<file path="src/pkg/wdts_pkg.sv">
// package: watchdog register map, field positions, timing constants
package wdts_pkg;
    // axi4-lite byte offsets
    localparam logic [3:0] OFS_CTRL = 4'h0; // dog_ctrl_reg
    localparam logic [3:0] OFS_CAUSE = 4'h4; // reset_cause_reg
    localparam logic [3:0] OFS_IRQ_STAT = 4'h8;
    localparam logic [3:0] OFS_IRQ_MASK = 4'hC;
    // dog_ctrl_reg fields
    localparam int B_IRQ_FLAG = 7;
    localparam int B_IRQ_EN = 6;
    localparam int B_SEL3 = 5;
    localparam int B_UNLOCK = 4;
    localparam int B_ENABLE = 3;
    localparam int B_SEL2 = 2;
    localparam int B_SEL1 = 1;
    localparam int B_SEL0 = 0;
    // reset_cause_reg field
    localparam int B_DOG_RST = 3;
    // irq status fields
    localparam int B_ST_TIMEOUT = 0;
    localparam int B_ST_RESET = 1;
    // vectors
    localparam logic [15:0] VEC_RESET = 16'h0000;
    localparam logic [15:0] VEC_DOG = 16'h0004;
    // timing
    localparam int SYS_CLK_KHZ = 125000;
    localparam int DOG_OSC_KHZ = 128;
    localparam int DOG_DIV = SYS_CLK_KHZ / DOG_OSC_KHZ; // rounded down
    localparam int UNLOCK_CYCLES = 4;
    localparam logic [3:0] SEL_MAX = 4'h9;
    localparam int BASE_CYCLES_LOG2 = 11; // 2k cycles
    localparam int CNT_W = 21;
    localparam logic [1:0] RESP_OKAY = 2'h0;
    localparam logic [1:0] RESP_SLVERR = 2'h2;
endpackage : wdts_pkg

</file>
<file path="src/rtl/wdts_top.sv">
// watchdog with selectable timeout, protected disable and axi4-lite slave
//
// The AXI4-Lite slave port and the placing of the registers are this design's own decisions.
`timescale 1ns/1ns
module wdts_top (
    input wire logic clk_sys,
    input wire logic arst_n,
    input wire logic safety_level2,
    input wire logic dog_restart_instr,
    input wire logic irq_taken,
    output logic chip_reset_req,
    output logic dog_irq_req,
    output logic [15:0] dog_vector,
    output logic irq,
    input wire logic [3:0] s_axi_awaddr,
    input wire logic s_axi_awvalid,
    output logic s_axi_awready,
    input wire logic [31:0] s_axi_wdata,
    input wire logic [3:0] s_axi_wstrb,
    input wire logic s_axi_wvalid,
    output logic s_axi_wready,
    output logic [1:0] s_axi_bresp,
    output logic s_axi_bvalid,
    input wire logic s_axi_bready,
    input wire logic [3:0] s_axi_araddr,
    input wire logic s_axi_arvalid,
    output logic s_axi_arready,
    output logic [31:0] s_axi_rdata,
    output logic [1:0] s_axi_rresp,
    output logic s_axi_rvalid,
    input wire logic s_axi_rready
);
    logic tick;
    logic aw_hold_reg, w_hold_reg;
    logic [3:0] awaddr_reg;
    logic [7:0] wdata_reg;
    logic bvalid_reg, rvalid_reg;
    logic [1:0] bresp_reg, rresp_reg;
    logic [31:0] rdata_reg;
    logic irq_flag_reg, irq_en_reg, enable_reg, rst_flag_reg;
    logic [3:0] sel_reg;
    logic [2:0] unlock_cnt_reg;
    logic [1:0] st_reg, mask_reg;
    logic [20:0] cnt_reg;
    logic [20:0] cnt_next;
    logic rst_pend_reg;

    ////////////////////////////////////////////////////////////////////////
    // oscillator tick
    wdts_osc_div #(.DIV(wdts_pkg::DOG_DIV)) u_div (
        .clk_sys(clk_sys),
        .arst_n(arst_n),
        .tick(tick)
    );

    ////////////////////////////////////////////////////////////////////////
    // bus decode
    wire wr_go = aw_hold_reg && w_hold_reg && !bvalid_reg;
    wire wr_ctrl = wr_go && (awaddr_reg == wdts_pkg::OFS_CTRL);
    wire wr_cause = wr_go && (awaddr_reg == wdts_pkg::OFS_CAUSE);
    wire wr_stat = wr_go && (awaddr_reg == wdts_pkg::OFS_IRQ_STAT);
    wire wr_mask = wr_go && (awaddr_reg == wdts_pkg::OFS_IRQ_MASK);
    wire wr_hit = wr_ctrl || wr_cause || wr_stat || wr_mask;
    wire rd_go = s_axi_arvalid && !rvalid_reg;
    wire [3:0] rd_a = s_axi_araddr;
    wire rd_hit = rd_a == wdts_pkg::OFS_CTRL || rd_a == wdts_pkg::OFS_CAUSE
        || rd_a == wdts_pkg::OFS_IRQ_STAT || rd_a == wdts_pkg::OFS_IRQ_MASK;
    assign s_axi_awready = !aw_hold_reg;
    assign s_axi_wready = !w_hold_reg;
    assign s_axi_arready = !rvalid_reg;
    assign s_axi_bvalid = bvalid_reg;
    assign s_axi_bresp = bresp_reg;
    assign s_axi_rvalid = rvalid_reg;
    assign s_axi_rresp = rresp_reg;
    assign s_axi_rdata = rdata_reg;

    // written fields of the control register
    wire w_flag = wdata_reg[wdts_pkg::B_IRQ_FLAG];
    wire w_ie = wdata_reg[wdts_pkg::B_IRQ_EN];
    wire w_unl = wdata_reg[wdts_pkg::B_UNLOCK];
    wire w_en = wdata_reg[wdts_pkg::B_ENABLE];
    wire [3:0] w_sel = {wdata_reg[wdts_pkg::B_SEL3], wdata_reg[wdts_pkg::B_SEL2],
        wdata_reg[wdts_pkg::B_SEL1], wdata_reg[wdts_pkg::B_SEL0]};
    wire unlocked = unlock_cnt_reg != 3'h0;
    wire start_unl = wr_ctrl && w_unl && w_en;

    ////////////////////////////////////////////////////////////////////////
    // timeout control
    wire forced_en = !safety_level2 && rst_flag_reg;
    wire eff_en = safety_level2 || enable_reg || forced_en;
    wire running = eff_en || irq_en_reg;
    wire [3:0] eff_sel = (sel_reg > wdts_pkg::SEL_MAX) ? wdts_pkg::SEL_MAX : sel_reg;
    wire [20:0] limit = 21'((22'h1 << (wdts_pkg::BASE_CYCLES_LOG2 + 32'(eff_sel))) - 22'h1);
    wire expire = running && tick && (cnt_reg >= limit);
    wire to_irq = expire && irq_en_reg;
    wire to_rst = expire && !irq_en_reg && eff_en;
    assign cnt_next = (!running || dog_restart_instr || expire) ? 21'h0 :
        (tick ? cnt_reg + 21'h1 : cnt_reg);
    wire sel_ok = !safety_level2 || unlocked;
    wire en_next = start_unl ? 1'b1 : (wr_ctrl && (w_en || unlocked) ? w_en : enable_reg);
    wire ie_next = to_irq && eff_en ? 1'b0 : (wr_ctrl ? w_ie : irq_en_reg);

    // interrupt outputs
    // flag is only set in interrupt mode; request survives the enable clear
    assign dog_irq_req = irq_flag_reg;
    assign chip_reset_req = rst_pend_reg;
    assign dog_vector = rst_pend_reg ? wdts_pkg::VEC_RESET : wdts_pkg::VEC_DOG;
    assign irq = |(st_reg & mask_reg);
    ////////////////////////////////////////////////////////////////////////
    // bus channel state
    always_ff @(posedge clk_sys or negedge arst_n) begin
        if (!arst_n) begin
            aw_hold_reg <= 1'b0;
            w_hold_reg <= 1'b0;
            awaddr_reg <= 4'h0;
            wdata_reg <= 8'h00;
            bvalid_reg <= 1'b0;
            bresp_reg <= wdts_pkg::RESP_OKAY;
        end else begin
            if (s_axi_awvalid && !aw_hold_reg) begin
                aw_hold_reg <= 1'b1;
                awaddr_reg <= s_axi_awaddr; // full offset, misaligned is refused
            end
            if (s_axi_wvalid && !w_hold_reg) begin
                w_hold_reg <= 1'b1;
                wdata_reg <= s_axi_wstrb[0] ? s_axi_wdata[7:0] : 8'h00;
            end
            if (wr_go) begin
                aw_hold_reg <= 1'b0;
                w_hold_reg <= 1'b0;
                bvalid_reg <= 1'b1;
                bresp_reg <= wr_hit ? wdts_pkg::RESP_OKAY : wdts_pkg::RESP_SLVERR;
            end else if (bvalid_reg && s_axi_bready) begin
                bvalid_reg <= 1'b0;
            end
        end
    end

    // read data
    always_ff @(posedge clk_sys or negedge arst_n) begin
        if (!arst_n) begin
            rvalid_reg <= 1'b0;
            rdata_reg <= 32'h0;
            rresp_reg <= wdts_pkg::RESP_OKAY;
        end else if (rd_go) begin
            rvalid_reg <= 1'b1;
            rresp_reg <= rd_hit ? wdts_pkg::RESP_OKAY : wdts_pkg::RESP_SLVERR;
            unique case (rd_a)
                wdts_pkg::OFS_CTRL: rdata_reg <= {24'h0, irq_flag_reg, irq_en_reg, sel_reg[3],
                    unlocked, eff_en, sel_reg[2:0]};
                wdts_pkg::OFS_CAUSE: rdata_reg <= {28'h0, rst_flag_reg, 3'h0};
                wdts_pkg::OFS_IRQ_STAT: rdata_reg <= {30'h0, st_reg};
                wdts_pkg::OFS_IRQ_MASK: rdata_reg <= {30'h0, mask_reg};
                default: rdata_reg <= 32'h0; // unmapped reads return zero
            endcase
        end else if (rvalid_reg && s_axi_rready) begin
            rvalid_reg <= 1'b0;
        end
    end

    ////////////////////////////////////////////////////////////////////////
    // control register and counter
    always_ff @(posedge clk_sys or negedge arst_n) begin
        if (!arst_n) begin
            enable_reg <= 1'b0;
            irq_en_reg <= 1'b0;
            sel_reg <= 4'h0;
            unlock_cnt_reg <= 3'h0;
            cnt_reg <= 21'h0;
        end else begin
            enable_reg <= en_next;
            irq_en_reg <= ie_next;
            cnt_reg <= cnt_next;
            if (wr_ctrl && !start_unl && sel_ok) begin
                sel_reg <= w_sel;
            end
            if (start_unl) begin
                unlock_cnt_reg <= 3'(wdts_pkg::UNLOCK_CYCLES);
            end else if (unlocked) begin
                unlock_cnt_reg <= unlock_cnt_reg - 3'h1;
            end
        end
    end

    // flags: hardware set wins over software clear
    always_ff @(posedge clk_sys or negedge arst_n) begin
        if (!arst_n) begin
            irq_flag_reg <= 1'b0;
            rst_flag_reg <= 1'b0;
            rst_pend_reg <= 1'b0;
            st_reg <= 2'b00;
            mask_reg <= 2'b00;
        end else begin
            rst_pend_reg <= to_rst;
            if (to_irq) begin
                irq_flag_reg <= 1'b1;
            end else if ((wr_ctrl && w_flag) || irq_taken) begin
                irq_flag_reg <= 1'b0;
            end
            if (to_rst) begin
                rst_flag_reg <= 1'b1;
            end else if (wr_cause && !wdata_reg[wdts_pkg::B_DOG_RST]) begin
                rst_flag_reg <= 1'b0;
            end
            st_reg[wdts_pkg::B_ST_TIMEOUT] <= to_irq || (st_reg[wdts_pkg::B_ST_TIMEOUT]
                && !(wr_stat && wdata_reg[wdts_pkg::B_ST_TIMEOUT]));
            st_reg[wdts_pkg::B_ST_RESET] <= to_rst || (st_reg[wdts_pkg::B_ST_RESET]
                && !(wr_stat && wdata_reg[wdts_pkg::B_ST_RESET]));
            if (wr_mask) begin
                mask_reg <= wdata_reg[1:0];
            end
        end
    end
endmodule : wdts_top

</file>
<file path="src/rtl/wdts_osc_div.sv">
// divider: one-cycle tick at the watchdog oscillator rate
`timescale 1ns/1ns
module wdts_osc_div #(
    parameter int DIV = 976
) (
    input wire logic clk_sys,
    input wire logic arst_n,
    output logic tick
);
    logic [15:0] cnt_reg;
    logic [15:0] cnt_next;
    logic wrap;

    // count down and pulse at wrap
    assign wrap = (cnt_reg == 16'h0000);
    assign cnt_next = wrap ? 16'(DIV - 1) : cnt_reg - 16'h0001;
    assign tick = wrap;

    // counter register
    always_ff @(posedge clk_sys or negedge arst_n) begin
        if (!arst_n) begin
            cnt_reg <= 16'h0000;
        end else begin
            cnt_reg <= cnt_next;
        end
    end
endmodule : wdts_osc_div

</file>
<file path="config.mk">
export PLATFORM = sky130hd
export DESIGN_NAME = wdts_top
export DESIGN_NICKNAME = d
export VERILOG_FILES = /design/src/pkg/wdts_pkg.sv /design/src/rtl/wdts_top.sv /design/src/rtl/wdts_osc_div.sv
export SDC_FILE = /design/constraint.sdc
export NUM_CORES = 1
export LEC_CHECK = 0
export ABC_AREA = 1
export BUFFER_PORTS_ARGS = -buffer_cell sky130_fd_sc_hd__buf_2
export CORE_ASPECT_RATIO = 0.5
export CORE_UTILIZATION = 25
export CTS_CLUSTER_DIAMETER = 150
export DETAILED_ROUTE_END_ITERATION = 10
export HOLD_SLACK_MARGIN = 0.05
export PLACE_DENSITY_LB_ADDON = 0.25
export SYNTH_ARGS = -nofsm -noshare
export SYNTH_HDL_FRONTEND = slang
export SYNTH_SLANG_ARGS = --single-unit
</file>
<file path="constraint.sdc">
create_clock -name clk_sys -period 3.56 [get_ports clk_sys]
set_input_delay 0.178 -clock clk_sys [delete_from_list [all_inputs] [get_ports clk_sys]]
set_output_delay 0.178 -clock clk_sys [all_outputs]
set_load 0.005 [all_outputs]
</file>
==> results.md, run 1 <==
* Max FFs per register at 21
* Clock transition at path regs at 0.06 ns
* Synthesized cell area at 5400 µm²
* Number of global-route vias before repair at 4211
* Synth-to-layout area growth at 16.7%
* Core ar. at 20900 µm²
* Mean Syn Cell Area at 7.81 µm²
* Setup WS pre-CTS at 0.207 ns
* Die ar. at 22200 µm²
* I/O Buffers at 45
* Cells along the critical path: inv_1, nor2_1, inv_1, ha_1, inv_2, nor2_4, nand2_1, nand2_1, nor2_2, buf_4, nand4_1, nand2_1, ha_1, nand2_1, nor2_2, nand2_1, nor2_1, nand2_1, nand2_1, nor2_2, nand2_4, nand3_1, nor3_1, buf_4
* Most frequent cell on the critical path: nand2_1
* Combinational power share at 0.441
* Status: complete, but fails checks
* Critical path's largest stage delay at 0.43 ns
* Final setup viols at 0
* Sequential element share of the synthesized area at 0.366
* First-pass GRT wire length at 20700 µm
* RePlAce Congestion at 0.821
* Ratio of cells with drive above 1 in the final layout at 0.171
* Seq. cell area at 1980 µm²
* Clock buffer depth at 2
* GRT overflow at 0
* Worst Hold Class: in2async
* DRT iter0 DRCs at 238
* Initial DRT Pass Iterations at 4
* Achievable Freq at 0.313 GHz
* Max-cap viol count at 0
* Synth area leader: dfrtp_1
* Peak supply drop at 0.261 mV
* Cells after Synth at 692
* Fin crit share at 0.897
* Post-synth EDFFs at 0
* Vias per Instance at 4.14
* Synth Register Bits at 79
* Min Hold Slack at -0.0135 ns
* Share of the synthesized area in the top cell type at 0.366
* Int Power at 2320 µW
* Number of antenna violations at the first check in global routing at 0
* Clk root buf: clkbuf_16
* Sink Count at 79
* Ys Warns at 0
* Drt wl/cell at 11.6 µm
* DR vias at 4375
* Diodes inserted at 0
* Max FO, Critical Path at 4
* Worst Path Arrival at 3.48 ns
* Reg power frac at 0.315
* Slew Viols, Final at 0
* Setup CP Type: reg2reg
* Max-slew headroom at 0.319
* Routed WL at 12300 µm
* RSZ-0062 raised after global routing: no
* Setup TNS at 0 ns
* Clock Skew at 0.00577 ns
* Violated checks: negative hold slack
* Count of final hold-check violations at 5
* Routed Antenna Nets at 0
* Multi-input gate area at 2930 µm²
* Static leakage at 0.00310 µW
* CTS H-Tree Depth at 3
* Most frequent cells after synthesis: 139 x nand2_1, 91 x inv_1, 79 x dfrtp_1
* DIE WIDTH at 210 µm
* CTS Buf Count at 9
* Die Y at 106 µm
* CP Launch Type: flop
* CTS tree: done
* Setup crit end kind: flop
* Min cycle time layout at 3.19 ns
* Clock share of power at 0.243
* GRT Util Overall at 0.116
* Synth area leaders: dfrtp_1 37%, nand2_1 9.7%, ha_1 6.7%
* FILL cells at 2267
* Initial Util at 0.259
* WP data required at 3.85 ns
* Dpl hpwl at 9430 µm
* Clock latency on the worst-skew pair at 0.34 ns
* Std-Cell Rows at 37
* Cell with the most instances after synthesis: nand2_1
* Pin count of the biggest net entering global routing at 80
* Unique masters post-synth at 48
* I/O pins at 114
* Worst-Margin Slew at 1.02 ns
* Switch share at 0.407
* NetSw at 1590 µW
* Synth async-reset ratio at 1.00
* Critical-path top delay cell: dfrtp_1
* PwrDens at 620 nW/µm²
* Final WS setup at 0.367 ns
* Fin nets at 844
* # DRC at 0
* Synth Flop Type: dfrtp_1
==> final cells by class <==
cell class                      count  area share
Multi-Input combinational cell    511       0.464
Clock buffer                       10      0.0379
Tap cell                          292      0.0579
Clock inverter                      6      0.0109
Sequential cell                    79       0.314
Inverter                           99      0.0589
Timing Repair Buffer               61      0.0571
==> repair_timing <==
item                                    CTS  global route
endpoints found under the setup margin    0            27
hold buffers                              5             0
endpoints found under the hold margin     5             0
gates resized for setup                   0            11
buffers inserted                          0             0
==> critical path: cells and delay by family (launching register included) <==
kind	cells	cell delay, ns
DFF	1	0.43
buffers and inverters	5	0.51
adders and majority gates	2	0.60
and+or+nand+nor	17	1.57
==> routing by layer <==
metal  vias up  part of all wire  wire length [µm]  GRT usage
met3        15             0.019               234     0.0189
met5         -                 0                 0          0
met2        50              0.44              5360      0.182
met4         0             0.016               192     0.0407
met1      2013              0.53              6500      0.162
li1       2297                 -                 -          -
==> stage by stage <==
step | util | power [µW] | hold slack (ns) | instances | area [µm²]
floorplan | - | 2450 | -0.118 | 737 | 5570
global placement | 0.282 | 2910 | 0.366 | 1036 | 5880
detailed placement | 0.282 | 2920 | 0.380 | 1036 | 5880
CTS | 0.299 | 3910 | 0.0593 | 1057 | 6240
global route | 0.302 | 4270 | 0.0714 | 1058 | 6310
finish | 0.302 | 3910 | -0.0135 | 1058 | 6310
==> cells by family (layout without fill, tap and decap cells) <==
kind of cell,count (synthesis),after routing,synth area share
and+or+nand+nor,331,332,0.304
AOI/OAI and AO/OA,80,80,0.0859
muxes,3,3,0.00625
xor gates and xnor gates,20,20,0.0324
adders and majority gates,29,29,0.0671
DFF,79,79,0.366
other,2,47,0.00139
buffers and inverters,148,176,0.137
==> power groups by stage <==
| stage | registers, µW | logic [µW] | clock network (µW) |
|---|---|---|---|
| after floorplan | 1210 | 1230 | 0 |
| after global placement | 1250 | 1660 | 0 |
| after detailed placement | 1250 | 1670 | 0 |
| after CTS | 1230 | 1690 | 985 |
| after global routing | 1260 | 1980 | 1020 |
| final | 1230 | 1730 | 953 |
==> worst paths after layout <==
path / startpoint / to / slack, ns / cells past startpoint
worst min-delay path: arst_n / chip_reset_req / -0.01 / 1
min in group clk_sys: s_axi_awaddr[1] / awaddr_reg[1] / 0.07 / 2
worst max-delay path: sel_reg[2] / chip_reset_req / 0.37 / 24
max in group asynchronous: arst_n / sel_reg[1] / 2.82 / 1
worst max register to register: sel_reg[2] / chip_reset_req / 0.37 / 24
worst min register to register: u_div.cnt_reg[0] / u_div.cnt_reg[0] / 0.44 / 1
==> placed cells by master, fill, tap and decap left out, types with 4 or more instances in the layout <==
cell type and count:
xor2_1 18, nand4_1 18, buf_4 12, buf_2 44, o21bai_1 4, nand3_1 50
ha_1 28, o31ai_1 4, nor2_4 7, conb_1 47, o21ai_0 41, nand2_2 9
nand2_8 4, o21ai_1 6, clkbuf_16 9, inv_1 90, nor3_1 12, nand2_1 139
a21oi_1 17, inv_2 9, dfrtp_1 78, nor2_1 65, nor2_2 7, dlygate4sd3_1 5
(Power assumes the default switching activity.)
==> run 2, diff against run 1 <==
PLACE_DENSITY = 0.54   (was default)
PLACE_DENSITY_LB_ADDON = default   (was 0.25)
==> results.md, run 2 (synthesis results as in run 1) <==
* Status: finished clean
* Final setup viols at 0 (unchanged)
* CTS H-Tree Depth at 3 (unchanged)
* # DRC at 0 (unchanged)
* Die Y at 106 µm (unchanged)
* Min cycle time layout at 3.17 ns (-0.0194 ns)
* Placed cell area at 5870 µm² (-0.26%)
* DRT iter0 DRCs at 253 (+6.3%)
* Routed WL at 11900 µm (-2.9%)
* Clock Skew at 0.00874 ns (+0.00297 ns)
* Diodes inserted at 0 (unchanged)
* Number of global-route vias before repair at 4227 (+0.38%)
* Clock latency on the worst-skew pair at 0.34 ns (about the same)
* Vias per Instance at 4.16 (+0.65%)
* Multi-input gate area at 2900 µm² (-0.73%)
* GRT overflow at 0 (unchanged)
* Seq. cell area at 1980 µm² (unchanged)
* PwrDens at 637 nW/µm² (+2.7%)
* Drt wl/cell at 11.3 µm (-2.6%)
* Initial Util at 0.259 (unchanged)
* Clock transition at path regs at 0.06 ns (about the same)
* Final WS setup at 0.386 ns (+0.0194 ns)
* RePlAce Congestion at 0.820 (-0.19%)
* Core ar. at 20900 µm² (unchanged)
* Routed Antenna Nets at 0 (unchanged)
* DIE WIDTH at 210 µm (unchanged)
* FILL cells at 2250 (-0.75%)
* WP data required at 3.79 ns (-0.06 ns)
* Dpl hpwl at 9160 µm (-2.9%)
* Fin crit share at 0.892 (-0.00545)
* DR vias at 4387 (+0.27%)
* Max FFs per register at 21 (unchanged)
* CTS Buf Count at 9 (unchanged)
* Initial DRT Pass Iterations at 4 (unchanged)
* Number of antenna violations at the first check in global routing at 0 (unchanged)
* Setup crit end kind: flop
* GRT Util Overall at 0.113 (-0.00301)
* Std-Cell Rows at 37 (unchanged)
* Commonest non-fill, non-tap cells in the layout: 138 x nand2_1, 90 x inv_1, 78 x dfrtp_1, 66 x nor2_1, 50 x nand3_1
* Most common cell after layout, fill and taps aside: nand2_1
* Clock buffer depth at 2 (unchanged)
* Worst-Margin Slew at 1.03 ns (+0.00586 ns)
* Clk root buf: clkbuf_16
* First-pass GRT wire length at 20300 µm (-1.6%)
* Critical path's largest stage delay at 0.44 ns (about the same)
* Setup CP Type: reg2reg
* Max-cap viol count at 0 (unchanged)
* Slew Viols, Final at 0 (unchanged)
* Critical-path top delay cell: dfrtp_1
* Peak supply drop at 0.225 mV (-14%)
* Achievable Freq at 0.315 GHz (+0.61%)
* Worst Hold Class: in2async
* Ratio of cells with drive above 1 in the final layout at 0.169 (-0.00173)
* CP Launch Type: flop
* CTS tree: done
* Setup WS pre-CTS at 0.146 ns (-0.0609 ns)
* Max FO, Critical Path at 8 (+4)
* Die ar. at 22200 µm² (unchanged)
* Pin count of the biggest net entering global routing at 80 (unchanged)
* Count of final hold-check violations at 0 (-5)
* I/O pins at 114 (unchanged)
* Sink Count at 79 (unchanged)
* Min Hold Slack at 0.00529 ns (+0.0188 ns)
* Fin area at 6300 µm² (-0.18%)
* Max-slew headroom at 0.315 (-0.00391)
* Most frequent cell on the critical path: nand2_1
* Fin nets at 840 (-0.47%)
* Worst Path Arrival at 3.40 ns (-0.08 ns)
* Setup TNS at 0 ns (unchanged)
* I/O Buffers at 45 (unchanged)
* RSZ-0062 raised after global routing: no
* Synth-to-layout area growth at 16.5%
* Static leakage at 0.00313 µW (+0.78%)
run 2: changes by cell type in the layout (fill, tap and decap cells not counted), sizes merged:
cell and delta:
clkinvlp -1, bufinv +2, buf -1, clkinv -1, dlygate4sd3 -3
run 2: per-layer routing:
metal  GRT usage  wire, µm
met4      0.0328        75
met2       0.193      5600
met5           0         0
met1       0.150      5880
met3      0.0154       364
run 2: final timing paths:
kind                                   from  slack [ns]  cells after the start           endpoint
min in group clk_sys        s_axi_awaddr[0]        0.07                      2      awaddr_reg[0]
max reg2reg                      sel_reg[3]        0.39                     25        cnt_reg[16]
max                              sel_reg[3]        0.39                     25        cnt_reg[16]
min                                  arst_n       0.005                      1  u_div.cnt_reg[14]
min reg2reg                u_div.cnt_reg[0]        0.44                      1   u_div.cnt_reg[0]
max in group asynchronous            arst_n        2.81                      1         sel_reg[1]
run 2: area by class of cell:
class	instances	share of cell area
clock buffer	10	0.0379
multi-input combinational	511	0.461
timing repair buffer	57	0.0513
tap	292	0.0580
sequential	79	0.314
inverter	99	0.0590
clock inverter	6	0.0185
run 2: timing repair:
item	CTS	global route
endpoints found under the setup margin	0	27
resized for setup	0	9
endpoints found under the hold margin	2	0
hold buffers	2	0
buffers inserted	0	1
run 2: critical path, delay by kind of cell, from the launching register on:
family / cells / cell delay, ns
AND/OR/NAND/NOR: 20 / 1.84
flip-flops: 1 / 0.44
buffers and inverters: 3 / 0.22
adder cells (fa/ha/maj): 2 / 0.56
run 2: metrics by stage:
stage,util,power [µW],instances
6_report,0.302,4010,1054
4_1_cts,0.299,4010,1052
5_1_grt,0.302,4380,1054
2_1_floorplan,-,2450,737
3_5_place_dp,0.281,2900,1034
3_3_place_gp,0.281,2860,1034
run 2: where the power goes:
group          leakage, µW  internal [µW]  switching [µW]
Combinational      0.00195            651            1040
Clock             0.000173            709             380
Sequential         0.00101           1090             148
Total              0.00313           2450            1570
